**config.mk**
```make
export PLATFORM = sky130hd
export DESIGN_NAME = host_clock_single_pulse_ctrl
export DESIGN_NICKNAME = d
export VERILOG_FILES = /design/src/host_clock_single_pulse_ctrl.v
export VERILOG_INCLUDE_DIRS = /design/src /design/src/src
export SDC_FILE = /design/constraint.sdc
export NUM_CORES = 1
export LEC_CHECK = 0
export ABC_AREA = 1
export ABC_CLOCK_PERIOD_IN_PS = 3600
export BUFFER_PORTS_ARGS = -buffer_cell sky130_fd_sc_hd__buf_2
export CELL_PAD_IN_SITES_DETAIL_PLACEMENT = 1
export CELL_PAD_IN_SITES_GLOBAL_PLACEMENT = 2
export CORE_MARGIN = 4
export CORE_UTILIZATION = 30
export DETAILED_ROUTE_END_ITERATION = 12
export GPL_TIMING_DRIVEN = 0
export PLACE_DENSITY_LB_ADDON = 0.15
export SYNTH_ARGS = -nofsm -noshare
export SYNTH_HDL_FRONTEND = slang
export SYNTH_SLANG_ARGS = --single-unit
```
**constraint.sdc**
```tcl
create_clock -name mclk -period 3.6 [get_ports mclk]
set_input_delay 0.54 -clock mclk [delete_from_list [all_inputs] [get_ports mclk]]
set_output_delay 0.54 -clock mclk [all_outputs]
set_load 0.01 [all_outputs]
```
**src/host_clock_single_pulse_ctrl_map.vh**
```
/*
  register offsets, field positions and reset values of the single-pulse
  control bank. assumes a byte-wide register port fed by an smbus engine.
*/
`ifndef HOST_CLOCK_SINGLE_PULSE_CTRL_MAP_VH
`define HOST_CLOCK_SINGLE_PULSE_CTRL_MAP_VH
`define BYTE_COUNT_ADDR        4'h6
`define VENDOR_RESERVED_A_ADDR 4'h7
`define SINGLE_PULSE_CTRL_ADDR 4'h8
`define BYTE_COUNT_RESET       8'h07
`define VENDOR_RESERVED_RESET  8'h00
`define SINGLE_PULSE_RESET     8'h00
`define VENDOR_RESERVED_WMASK  8'hFC
`define FIRE_BIT               7
`define ARM_BIT                6
`define PAIR_ONE_EN_BIT        7
`define PAIR_ZERO_EN_BIT       6
`define HALF_PERIOD_DEFAULT    8'h01
`endif

```
**src/host_clock_single_pulse_ctrl.v**
```verilog
/*
  single-pulse control bank: byte count, reserved vendor byte and the
  arm/fire control byte, plus the host clock pair output stage.
  assumes the smbus engine presents one decoded byte write per transaction
  with wr_done pulsing once the whole write protocol has completed, and
  that all inputs are synchronous to mclk.
*/
`timescale 1ns/1ps
`include "host_clock_single_pulse_ctrl_map.vh"

module host_clock_single_pulse_ctrl (
  // clock and reset
  input  wire       mclk,
  input  wire       sys_rst,
  // register port from the smbus engine
  input  wire [3:0] reg_addr,
  input  wire [7:0] reg_wdata,
  input  wire       reg_wr,
  input  wire       wr_done,
  output reg  [7:0] reg_rdata,
  // host pair enables and half period in mclk cycles
  input  wire [7:0] pair_enable,
  input  wire [7:0] half_period,
  // other clocks, gated only by their own enables
  input  wire       other_clk_in,
  input  wire       other_clk_en,
  output reg        other_clk_out,
  // host clock pair outputs
  output reg        host_clock_pair_zero,
  output reg        host_clock_pair_zero_n,
  output reg        host_clock_pair_one,
  output reg        host_clock_pair_one_n
);

  // stored registers and their next values
  reg  [7:0] byte_count_reg;
  reg  [7:0] byte_count_next;
  reg  [7:0] vendor_reserved_a_reg;
  reg  [7:0] vendor_reserved_a_next;
  reg  [7:0] single_pulse_control_reg;
  reg  [7:0] single_pulse_control_next;
  // pulse sequencing state
  reg        fire_seen_reg;
  reg        fire_seen_next;
  reg        fire_pending_reg;
  reg        fire_pending_next;
  reg        pulse_active_reg;
  reg        pulse_active_next;
  // internal free-running host clock
  reg  [7:0] phase_cnt_reg;
  reg  [7:0] phase_cnt_next;
  reg        host_clk_reg;
  reg        host_clk_next;
  // decoded strobes and shared terms
  wire [7:0] half_len;
  wire       phase_wrap;
  wire       rising_phase;
  wire       armed;
  wire       fire_level;
  wire       fire_edge;
  wire       wr_byte_count;
  wire       wr_vendor;
  wire       wr_control;
  // output stage next values
  reg  [7:0] rdata_next;
  reg        true_next;
  reg        pair_zero_next;
  reg        pair_zero_n_next;
  reg        pair_one_next;
  reg        pair_one_n_next;
  reg        other_clk_next;

  // a zero half period would wrap only at a count of 255, so it runs as one
  assign half_len      = (half_period == 8'h00) ? `HALF_PERIOD_DEFAULT : half_period;
  assign phase_wrap    = (phase_cnt_reg >= half_len - 8'h01);
  assign rising_phase  = phase_wrap & ~host_clk_reg;
  assign armed         = single_pulse_control_reg[`ARM_BIT];
  assign fire_level    = single_pulse_control_reg[`FIRE_BIT];
  assign fire_edge     = wr_done & armed & fire_level & ~fire_seen_reg;
  assign wr_byte_count = reg_wr & (reg_addr == `BYTE_COUNT_ADDR);
  assign wr_vendor     = reg_wr & (reg_addr == `VENDOR_RESERVED_A_ADDR);
  assign wr_control    = reg_wr & (reg_addr == `SINGLE_PULSE_CTRL_ADDR);

  // register writes take effect at once; the pulse waits for wr_done
  always @* begin
    byte_count_next = byte_count_reg;
    if (wr_byte_count) begin
      byte_count_next = reg_wdata;
    end
  end

  always @* begin
    vendor_reserved_a_next = vendor_reserved_a_reg;
    if (wr_vendor) begin
      vendor_reserved_a_next = reg_wdata & `VENDOR_RESERVED_WMASK;
    end
  end

  always @* begin
    single_pulse_control_next = single_pulse_control_reg;
    if (wr_control) begin
      single_pulse_control_next = reg_wdata;
    end
  end

  // power-up values come only from the reset branch
  always @(posedge mclk or posedge sys_rst) begin
    if (sys_rst) begin
      byte_count_reg <= `BYTE_COUNT_RESET;
    end else begin
      byte_count_reg <= byte_count_next;
    end
  end

  always @(posedge mclk or posedge sys_rst) begin
    if (sys_rst) begin
      vendor_reserved_a_reg <= `VENDOR_RESERVED_RESET;
    end else begin
      vendor_reserved_a_reg <= vendor_reserved_a_next;
    end
  end

  always @(posedge mclk or posedge sys_rst) begin
    if (sys_rst) begin
      single_pulse_control_reg <= `SINGLE_PULSE_RESET;
    end else begin
      single_pulse_control_reg <= single_pulse_control_next;
    end
  end

  // unmapped indices read zero
  always @* begin
    case (reg_addr)
      `BYTE_COUNT_ADDR: begin
        rdata_next = byte_count_reg;
      end
      `VENDOR_RESERVED_A_ADDR: begin
        rdata_next = vendor_reserved_a_reg;
      end
      `SINGLE_PULSE_CTRL_ADDR: begin
        rdata_next = single_pulse_control_reg;
      end
      default: begin
        rdata_next = 8'h00;
      end
    endcase
  end

  always @(posedge mclk or posedge sys_rst) begin
    if (sys_rst) begin
      reg_rdata <= 8'h00;
    end else begin
      reg_rdata <= rdata_next;
    end
  end

  // free-running host clock; keeps running while armed so the pulse width is exact
  always @* begin
    phase_cnt_next = phase_cnt_reg + 8'h01;
    host_clk_next  = host_clk_reg;
    if (phase_wrap) begin
      phase_cnt_next = 8'h00;
      host_clk_next  = ~host_clk_reg;
    end
  end

  always @(posedge mclk or posedge sys_rst) begin
    if (sys_rst) begin
      phase_cnt_reg <= 8'h00;
      host_clk_reg  <= 1'b0;
    end else begin
      phase_cnt_reg <= phase_cnt_next;
      host_clk_reg  <= host_clk_next;
    end
  end

  // history moves only at completion, so a stored one never fires twice
  always @* begin
    fire_seen_next = fire_seen_reg;
    if (wr_done) begin
      fire_seen_next = fire_level;
    end
  end

  // a pending shot is kept until the next rising phase takes it or the arm bit clears
  always @* begin
    fire_pending_next = fire_pending_reg;
    if (fire_edge) begin
      fire_pending_next = 1'b1;
    end else if (!armed || (fire_pending_reg && rising_phase)) begin
      fire_pending_next = 1'b0;
    end
  end

  // start only as the internal clock rises, so the high phase is whole
  always @* begin
    pulse_active_next = pulse_active_reg;
    if (!armed) begin
      pulse_active_next = 1'b0;
    end else if (fire_pending_reg && rising_phase) begin
      pulse_active_next = 1'b1;
    end else if (pulse_active_reg && phase_wrap) begin
      pulse_active_next = 1'b0;
    end
  end

  always @(posedge mclk or posedge sys_rst) begin
    if (sys_rst) begin
      fire_seen_reg <= 1'b0;
    end else begin
      fire_seen_reg <= fire_seen_next;
    end
  end

  always @(posedge mclk or posedge sys_rst) begin
    if (sys_rst) begin
      fire_pending_reg <= 1'b0;
    end else begin
      fire_pending_reg <= fire_pending_next;
    end
  end

  always @(posedge mclk or posedge sys_rst) begin
    if (sys_rst) begin
      pulse_active_reg <= 1'b0;
    end else begin
      pulse_active_reg <= pulse_active_next;
    end
  end

  // disarming mid-pulse hands over to host_clk_reg, which is high in the same phase, so the pulse is not cut short
  always @* begin
    if (armed) begin
      true_next = pulse_active_reg;
    end else begin
      true_next = host_clk_reg;
    end
  end

  // a disabled pair is low on both legs, armed or not
  always @* begin
    if (pair_enable[`PAIR_ZERO_EN_BIT]) begin
      pair_zero_next   = true_next;
      pair_zero_n_next = ~true_next;
    end else begin
      pair_zero_next   = 1'b0;
      pair_zero_n_next = 1'b0;
    end
  end

  always @* begin
    if (pair_enable[`PAIR_ONE_EN_BIT]) begin
      pair_one_next   = true_next;
      pair_one_n_next = ~true_next;
    end else begin
      pair_one_next   = 1'b0;
      pair_one_n_next = 1'b0;
    end
  end

  // other clocks see only their own enable, never the arm bit
  always @* begin
    other_clk_next = other_clk_in & other_clk_en;
  end

  // pair outputs; armed idle parks true low and complement high
  always @(posedge mclk or posedge sys_rst) begin
    if (sys_rst) begin
      host_clock_pair_zero   <= 1'b0;
      host_clock_pair_zero_n <= 1'b0;
    end else begin
      host_clock_pair_zero   <= pair_zero_next;
      host_clock_pair_zero_n <= pair_zero_n_next;
    end
  end

  always @(posedge mclk or posedge sys_rst) begin
    if (sys_rst) begin
      host_clock_pair_one   <= 1'b0;
      host_clock_pair_one_n <= 1'b0;
    end else begin
      host_clock_pair_one   <= pair_one_next;
      host_clock_pair_one_n <= pair_one_n_next;
    end
  end

  always @(posedge mclk or posedge sys_rst) begin
    if (sys_rst) begin
      other_clk_out <= 1'b0;
    end else begin
      other_clk_out <= other_clk_next;
    end
  end

endmodule // host_clock_single_pulse_ctrl

```
Word level (Yosys, flattened, before mapping). Cells that the tools add are included.

Add/sub/neg operators: 2. $mul: 0. Divide/modulo/power cells: 0. Order comparisons: 1. Eq/ne operators: 4. Shift-type cells: 0. Muxes and demuxes: 13. Bitwise gates (word level): 11. Reductions and logical operators: 6.

Operators with widths (number): $pmux 8 s3 (1); $mux 8 (2); $mux 1 (10); $add 8x1->8 const B (1); $and 1x1->1 (8); $eq 4x3->1 const B (2); $ge 8x8->1 (1); $logic_not 8->1 (1); $sub 8x1->8 const B (1); $eq 4x4->1 const B (1); $ne 3x1->1 const B (1); $not 1->1 (3); $logic_and 1x1->1 (2); $reduce_bool 2->1 (1); $logic_not 1->1 (1); $logic_or 1x1->1 (1).

Flip-flop bits (word level): 47. Bits in latches: 0. Memory bits (writable): 0. Bits in read-only memories: 0. Input bits: 34. Output and inout port bits: 13. Word-level logic and storage cells: 51. Memories: 0.

Longest topological paths before layout. Gate-level depths: netlist of the first run.

Depth after elaboration: 9. Mapped depth: 17. Depth with buffers taken out: 17.

Least setup slack after synthesis of the first run. OpenSTA, ideal clock, no wires.

Path kind: input port to flip-flop. From: input half_period[3]. To: register fire_pending_reg. Setup time: 0.117 ns. Arrival: 2.363 ns. Data required time: 3.483 ns. Path slack: 1.120 ns. Stages on the path: 16. Buffers on the path: 0. Path through: inv_1 nand2_1 nor2_1 a31oi_2 ha_1 nand3_1 xor2_1 inv_1 ha_1 nand2_1 nor2_1 nand4_1 nand3_2 nand2_1 nand2_1 nand2_1.

Cells in the longest elaborated chain, start to end: 8.

Ends and longest elaborated chain: start: declaration (line host_clock_single_pulse_ctrl.v:23) `input wire [7:0] half_period,`; $logic_not 8->1 (line host_clock_single_pulse_ctrl.v:74) `` assign half_len = (half_period == 8'h00) ? `HALF_PERIOD_DEFAULT : half_period; ``; $mux 8 (*) (line host_clock_single_pulse_ctrl.v:74); $sub 8x1->8 (*) (line host_clock_single_pulse_ctrl.v:75) `assign phase_wrap = (phase_cnt_reg >= half_len - 8'h01);`; $ge 8x8->1 (*) (line host_clock_single_pulse_ctrl.v:75); $and 1x1->1 (*) (line host_clock_single_pulse_ctrl.v:76) `assign rising_phase = phase_wrap & ~host_clk_reg;`; $logic_and 1x1->1 (*) (line host_clock_single_pulse_ctrl.v:190) `end else if (!armed || (fire_pending_reg && rising_phase)) begin`; $logic_or 1x1->1 (*) (line host_clock_single_pulse_ctrl.v:190); $reduce_bool 2->1 (no source line) (*); end signal: assignment (line host_clock_single_pulse_ctrl.v:219) `fire_pending_reg <= fire_pending_next;`; end: declaration (line host_clock_single_pulse_ctrl.v:45) `reg fire_pending_reg;`.

Every way passes the cells marked *; elsewhere a longest branch is shown, timed or not. A chain may end at the register's enable or synchronous reset.

Worst setup path after layout of the first run. Ends and elaborated chain as after synthesis.

==> results of run 1 <==
-- power by group through the flow --
stage	sequential (mW)	combinational [mW]	clock, mW
after floorplan	0.724	0.259	0
after global placement	0.736	0.351	0
after detailed placement	0.739	0.367	0
after CTS	0.728	0.370	0.489
after global routing	0.748	0.431	0.506
final	0.726	0.357	0.472
-- routing by layer --
| layer | vias to the layer above | wire length [um] | global-route usage | share of wire |
|---|---|---|---|---|
| met5 | - | 0 | 0 | 0 |
| met4 | 0 | 65 | 0.0433 | 0.013 |
| met3 | 6 | 144 | 0.0279 | 0.028 |
| met2 | 24 | 2660 | 0.228 | 0.52 |
| met1 | 834 | 2270 | 0.154 | 0.44 |
| li1 | 902 | - | - | - |
-- logic make-up after synthesis --
kind of cell / after synthesis / share of synthesized area
DFF: 47 / 0.526
buffers and inverters: 43 / 0.0764
xor gates and xnor gates: 5 / 0.0195
AOI/OAI and AO/OA: 34 / 0.0948
and+or+nand+nor: 115 / 0.228
adders and majority gates: 10 / 0.0558
-- Yosys cell counts, drive strengths merged --
| cell type | instances | area (um2) |
|---|---|---|
| inv | 40 | 150 |
| o211ai | 1 | 7.51 |
| buf | 3 | 21.3 |
| nand3 | 12 | 65.1 |
| xnor2 | 1 | 8.76 |
| xor2 | 4 | 35.0 |
| ha | 10 | 125 |
| dfrtp | 44 | 1100 |
| nand4 | 6 | 37.5 |
| nor2 | 16 | 60.1 |
| nor4 | 2 | 27.5 |
| nand2 | 72 | 283 |
| o21ai | 25 | 148 |
| a21o | 1 | 7.51 |
| or2 | 1 | 6.26 |
| a31oi | 1 | 12.5 |
| dfstp | 3 | 78.8 |
| a21oi | 4 | 20.0 |
| and3 | 1 | 6.26 |
| nor3 | 5 | 25.0 |
| a22o | 2 | 17.5 |
-- metrics by stage --
stage | std cells | hold slack, ps | total power [mW] | worst slack, ps | instance area, um2
floorplan | 254 | 452 | 0.984 | 1120 | 2240
global placement | 393 | 465 | 1.09 | 604 | 2570
detailed placement | 394 | 468 | 1.11 | 559 | 2590
CTS | 402 | 265 | 1.59 | 885 | 2730
global route | 402 | 283 | 1.68 | 601 | 2730
finish | 402 | 256 | 1.55 | 951 | 2730
-- final timing paths --
| kind | startpoint | end | cells after the start |
|---|---|---|---|
| max reg2reg | phase_cnt_reg[7]$_DFF_PP0_ | fire_pending_reg$_DFFE_PP0P_ | 8 |
| max in group asynchronous | sys_rst | phase_cnt_reg[3]$_DFF_PP0_ | 3 |
| min | sys_rst | other_clk_out$_DFF_PP0_ | 2 |
| min reg2reg | byte_count_reg[2]$_DFFE_PP1P_ | byte_count_reg[2]$_DFFE_PP1P_ | 2 |
| min in group mclk | other_clk_en | other_clk_out$_DFF_PP0_ | 3 |
| max | half_period[3] | fire_pending_reg$_DFFE_PP0P_ | 17 |
-- cells in the final DEF, fill, tap and decap left out, types with 6 or more instances in the layout --
cell type / count
dfrtp_1: 44
ha_1: 10
inv_1: 32
nand3_1: 11
buf_2: 42
nand2_1: 69
o21ai_2: 6
o21ai_1: 17
nor2_1: 16
inv_2: 8
nand4_1: 6
-- layout make-up --
cell class                 count  area, um2
multi-input combinational    164        892
buffer                         3       21.3
tap                           99        124
clock inverter                 3       71.3
inverter                      40        150
sequential                    47       1180
clock buffer                   5       68.8
fill                         906       4530
timing repair buffer          41        220
==> results.py, run 1 <==
metrics = {
    "run_status": {
        "status": "finished clean",
    },
    "setup_path": {
        "crit_buf_inv": 3,
        "crit_chain": "buf_2 > inv_1 > nand2_1 > nor2_1 > a31oi_2 > ha_1 > nand3_1 > xor2_1 > inv_1 > ha_1 > nand2_1 > nor2_1 > nand4_1 > nand3_2 > nand2_1 > nand2_1 > nand2_1",
        "crit_family": "simple AND/OR/NAND/NOR gates",
        "cp-end-kind": "flop",
        "crit_path_max_incr_delay_ps": 270,
        "slowest_stage": "ha_1",
        "cp.arrival_ps": 2860,
        "cpMostUsedCell": "nand2_1",
        "r2r_slack_ps": 1900,
        "crit_fanout": 10,
        "cp-start-kind": "primary input",
        "path_class": "in -> reg",
        "required_ps": 3810,
    },
    "worst_hold_path": {
        "hp-class": "in -> async",
    },
    "cells_and_area": {
        "diodes": 0,
        "final_util": 0.376,
        "drive_gt1_frac": 0.251,
        "syn2layout_area_growth_pct": 21.6,
        "fin_nets": 346,
    },
    "logic_synthesis": {
        "yosys_register_bits": 47,
        "synth_cell_types": 29,
        "syn_inst": 254,
        "synth_area_mm2": 0.00224,
        "synth_fp_nets": 298,
        "syn_area_per_cell_um2": 8.83,
        "yosysWarnings": 0,
        "ys_seq_area_frac": 0.526,
    },
    "power_and_ir_drop": {
        "clockPowerShare": 0.303,
        "comb_power_share": 0.230,
        "p_int_mw": 1.08,
        "p_sw_frac": 0.308,
        "power_density_mw_per_mm2": 570,
        "p_leak_nw": 1.49,
        "irDropWorstVdd_mv": 0.216,
        "power_frac_seq": 0.467,
        "p_switching_uw": 478,
    },
    "drt": {
        "vias": 1766,
        "wl_per_cell_um": 12.8,
        "postRouteWirelength_mm": 5.15,
        "antenna_left": 0,
        "drtIter0Drc": 86,
        "viasPerCell": 4.39,
        "drc_errors": 0,
        "first_pass_iters": 4,
    },
    "grt": {
        "grt_max_degree": 26,
        "grt_pass1_wl_mm": 8.93,
        "grt_pass1_vias": 1923,
        "grtUsageTotal": 0.129,
        "antenna_found_initial": 0,
        "overflow": 0,
    },
    "cts": {
        "cts_hold_buf": 0,
        "cts.sinks": 47,
        "cts_resized": 0,
        "cts_max_path_buffers": 2,
        "clk_latency_ps": 310,
        "path_clk_slew_ps": 100,
        "cts_setup_buffers": 0,
        "numCtsBuffers": 5,
        "cts_max_level": 2,
        "cts_tree": "done",
        "cts-root-buf": "clkbuf_8",
    },
    "flow_run": {
        "cap_viol_max_count": 0,
    },
    "placement": {
        "port_buffers": 40,
        "place_congestion": 0.725,
        "dp_hpwl_mm": 3.97,
    },
    "floorplan": {
        "core_area_mm2": 0.00725,
        "placementRows": 31,
        "fp.dieH_um": 94.5,
        "start_util": 0.309,
        "dieArea_mm2": 0.00893,
        "io_pins": 47,
        "die_width_um": 94.5,
    },
    "sta": {
        "hold_viol_final": 0,
        "drv_slew": 0,
        "final.setup_skew_ps": 11.1,
        "period_share": 0.736,
        "grt_setup_unrepaired": "no",
        "slew_headroom": 0.629,
        "setup_violations": 0,
        "tightest_slew_ps": 552,
        "setup_tns_ps": 0,
        "fmax_mhz": 377,
        "period_minus_slack_ps": 2650,
    },
}
(Power assumes the default switching activity.)
==> run 2: changes to the inputs <==
- ABC_CLOCK_PERIOD_IN_PS: 3600 -> 2700
- clock period: 3.6 -> 2.7 ns (I/O delays scaled with it)
==> results.py, run 2 (synthesis gave the netlist of run 1 again) <==
metrics = {
    "setup_path": {
        "cp-end-kind": "flop",
        "r2r_slack_ps": 970,
        "cp.arrival_ps": 2600,
        "crit_family": "simple AND/OR/NAND/NOR gates",
        "r2r_end": "phase_cnt_reg[3]$_DFF_PP0_",
        "crit_fanout": 7,
        "crit_chain": "buf_2 > inv_1 > nand2_1 > nor2_2 > a31oi_4 > ha_1 > nand3_1 > xor2_1 > inv_1 > ha_1 > nand2_1 > nor2_1 > nand4_1 > nand3_4 > buf_4 > nor3_1",
        "ff2ff_path_depth": 6,
        "regToRegStartpoint": "phase_cnt_reg[7]$_DFF_PP0_",
        "crit_path_max_incr_delay_ps": 270,
        "critical_path_depth": 16,
        "critPathLaunch": "half_period[3]",
        "required_ps": 2880,
        "crit_buf_inv": 4,
        "crit_end": "phase_cnt_reg[3]$_DFF_PP0_",
        "slowest_stage": "ha_1",
        "cp-start-kind": "primary input",
        "path_class": "in -> reg",
    },
    "floorplan": {
        "die_width_um": 94.5,
        "core_area_mm2": 0.00725,
        "start_util": 0.309,
        "fp.dieH_um": 94.5,
        "io_pins": 47,
        "placementRows": 31,
        "dieArea_mm2": 0.00893,
    },
    "grt": {
        "overflow": 0,
        "antenna_found_initial": 0,
        "grt_pass1_vias": 1923,
        "grtUsageTotal": 0.129,
        "grt_max_degree": 26,
        "grt_pass1_wl_mm": 8.93,
    },
    "sta": {
        "final.setup_skew_ps": 10.7,
        "period_share": 0.897,
        "setup_violations": 0,
        "slew_headroom": 0.627,
        "grt_setup_unrepaired": "no",
        "period_minus_slack_ps": 2420,
        "hold_viol_final": 0,
        "tightest_slew_ps": 555,
        "fmax_mhz": 413,
        "drv_slew": 0,
    },
    "placement": {
        "place_congestion": 0.725,
        "dp_hpwl_mm": 3.97,
        "dpl_cell_area_mm2": 0.00259,
        "dp.cells": 394,
        "port_buffers": 40,
    },
    "cts": {
        "cts-root-buf": "clkbuf_8",
        "cts_max_path_buffers": 2,
        "clk_latency_ps": 300,
        "cts_hold_buf": 0,
        "cts_max_level": 2,
        "cts_tree": "done",
        "numCtsBuffers": 5,
        "cts.sinks": 47,
        "path_clk_slew_ps": 90,
    },
    "power_and_ir_drop": {
        "p_switching_uw": 645,
        "power_density_mw_per_mm2": 757,
        "comb_power_share": 0.237,
        "p_int_mw": 1.45,
        "irDropWorstVdd_mv": 0.288,
        "clockPowerShare": 0.301,
        "p_sw_frac": 0.309,
        "power_frac_seq": 0.463,
        "p_leak_nw": 1.50,
    },
    "drt": {
        "drc_errors": 0,
        "wl_per_cell_um": 12.8,
        "viasPerCell": 4.42,
        "drtIter0Drc": 78,
        "vias": 1784,
        "first_pass_iters": 4,
        "antenna_left": 0,
        "postRouteWirelength_mm": 5.18,
    },
    "cells_and_area": {
        "fin_nets": 348,
        "final_area_mm2": 0.00276,
        "diodes": 0,
        "syn2layout_area_growth_pct": 23.1,
        "final_cells": 404,
        "drive_gt1_frac": 0.259,
        "final_common_cell": "nand2_1",
        "fillerInstances": 904,
        "layout_common_cells": "69 x nand2_1, 44 x dfrtp_1, 42 x buf_2",
    },
    "flow_run": {
        "cap_viol_max_count": 0,
    },
    "worst_hold_path": {
        "hp-class": "in -> async",
    },
    "run_status": {
        "status": "finished clean",
    },
}
==> run 2: cell count changes in the layout (fill, tap and decap cells not counted), sizes merged <==
cell	change
buf	+2
==> run 2: area by class of cell <==
class | count | area [um2] | share of cell area
Multi-Input combinational cell | 164 | 911 | 0.330
Clock inverter | 3 | 71.3 | 0.0258
Tap cell | 99 | 124 | 0.0449
Clock buffer | 5 | 68.8 | 0.0249
Timing Repair Buffer | 43 | 235 | 0.0852
Buffer | 3 | 21.3 | 0.00770
Sequential cell | 47 | 1180 | 0.427
Inverter | 40 | 150 | 0.0544
==> run 2: routing by layer <==
layer	share of wire	GRT usage	vias up	wire, um
li1	-	-	908	-
met1	0.43	0.154	842	2250
met2	0.52	0.228	28	2710
met3	0.031	0.0279	6	161
met4	0.013	0.0433	0	65
met5	0	0	-	0
==> run 2: worst min-delay path by stage <==
stage                                                     from                             to  slack, ps  cells past startpoint
after global routing                                   sys_rst        other_clk_out$_DFF_PP0_        150                      2
after global placement           byte_count_reg[2]$_DFFE_PP1P_  byte_count_reg[2]$_DFFE_PP1P_        460                      2
after detailed placement                               sys_rst        other_clk_out$_DFF_PP0_        470                      2
final                                                  sys_rst        other_clk_out$_DFF_PP0_        120                      2
after floorplan           vendor_reserved_a_reg[2]$_DFFE_PP0P_         reg_rdata[2]$_DFF_PP0_        450                      2
after CTS                                              sys_rst         reg_rdata[5]$_DFF_PP0_        130                      2
==> run 2: repair_timing <==
item / 4_1_cts / 5_1_grt
buffers inserted: 0 / 2
gates resized for setup: 0 / 3
endpoints found under the setup margin: 0 / 3
==> run 2: through the flow <==
stage	hold WS, ps	TNS [ps]	util	setup slack [ps]	total power [mW]
after floorplan	452	0	-	355	1.31
after global placement	465	-354	0.354	-161	1.45
after detailed placement	467	-900	0.357	-206	1.47
after CTS	130	0	0.376	120	2.12
after global routing	148	0	0.381	33.0	2.26
final	121	0	0.381	279	2.09
==> run 2: power groups by stage <==
stage | sequential [mW] | combinational [mW] | clock (mW)
2_1_floorplan | 0.966 | 0.346 | 0
3_3_place_gp | 0.981 | 0.469 | 0
3_5_place_dp | 0.985 | 0.490 | 0
4_1_cts | 0.971 | 0.493 | 0.652
5_1_grt | 0.997 | 0.592 | 0.675
6_report | 0.968 | 0.495 | 0.629
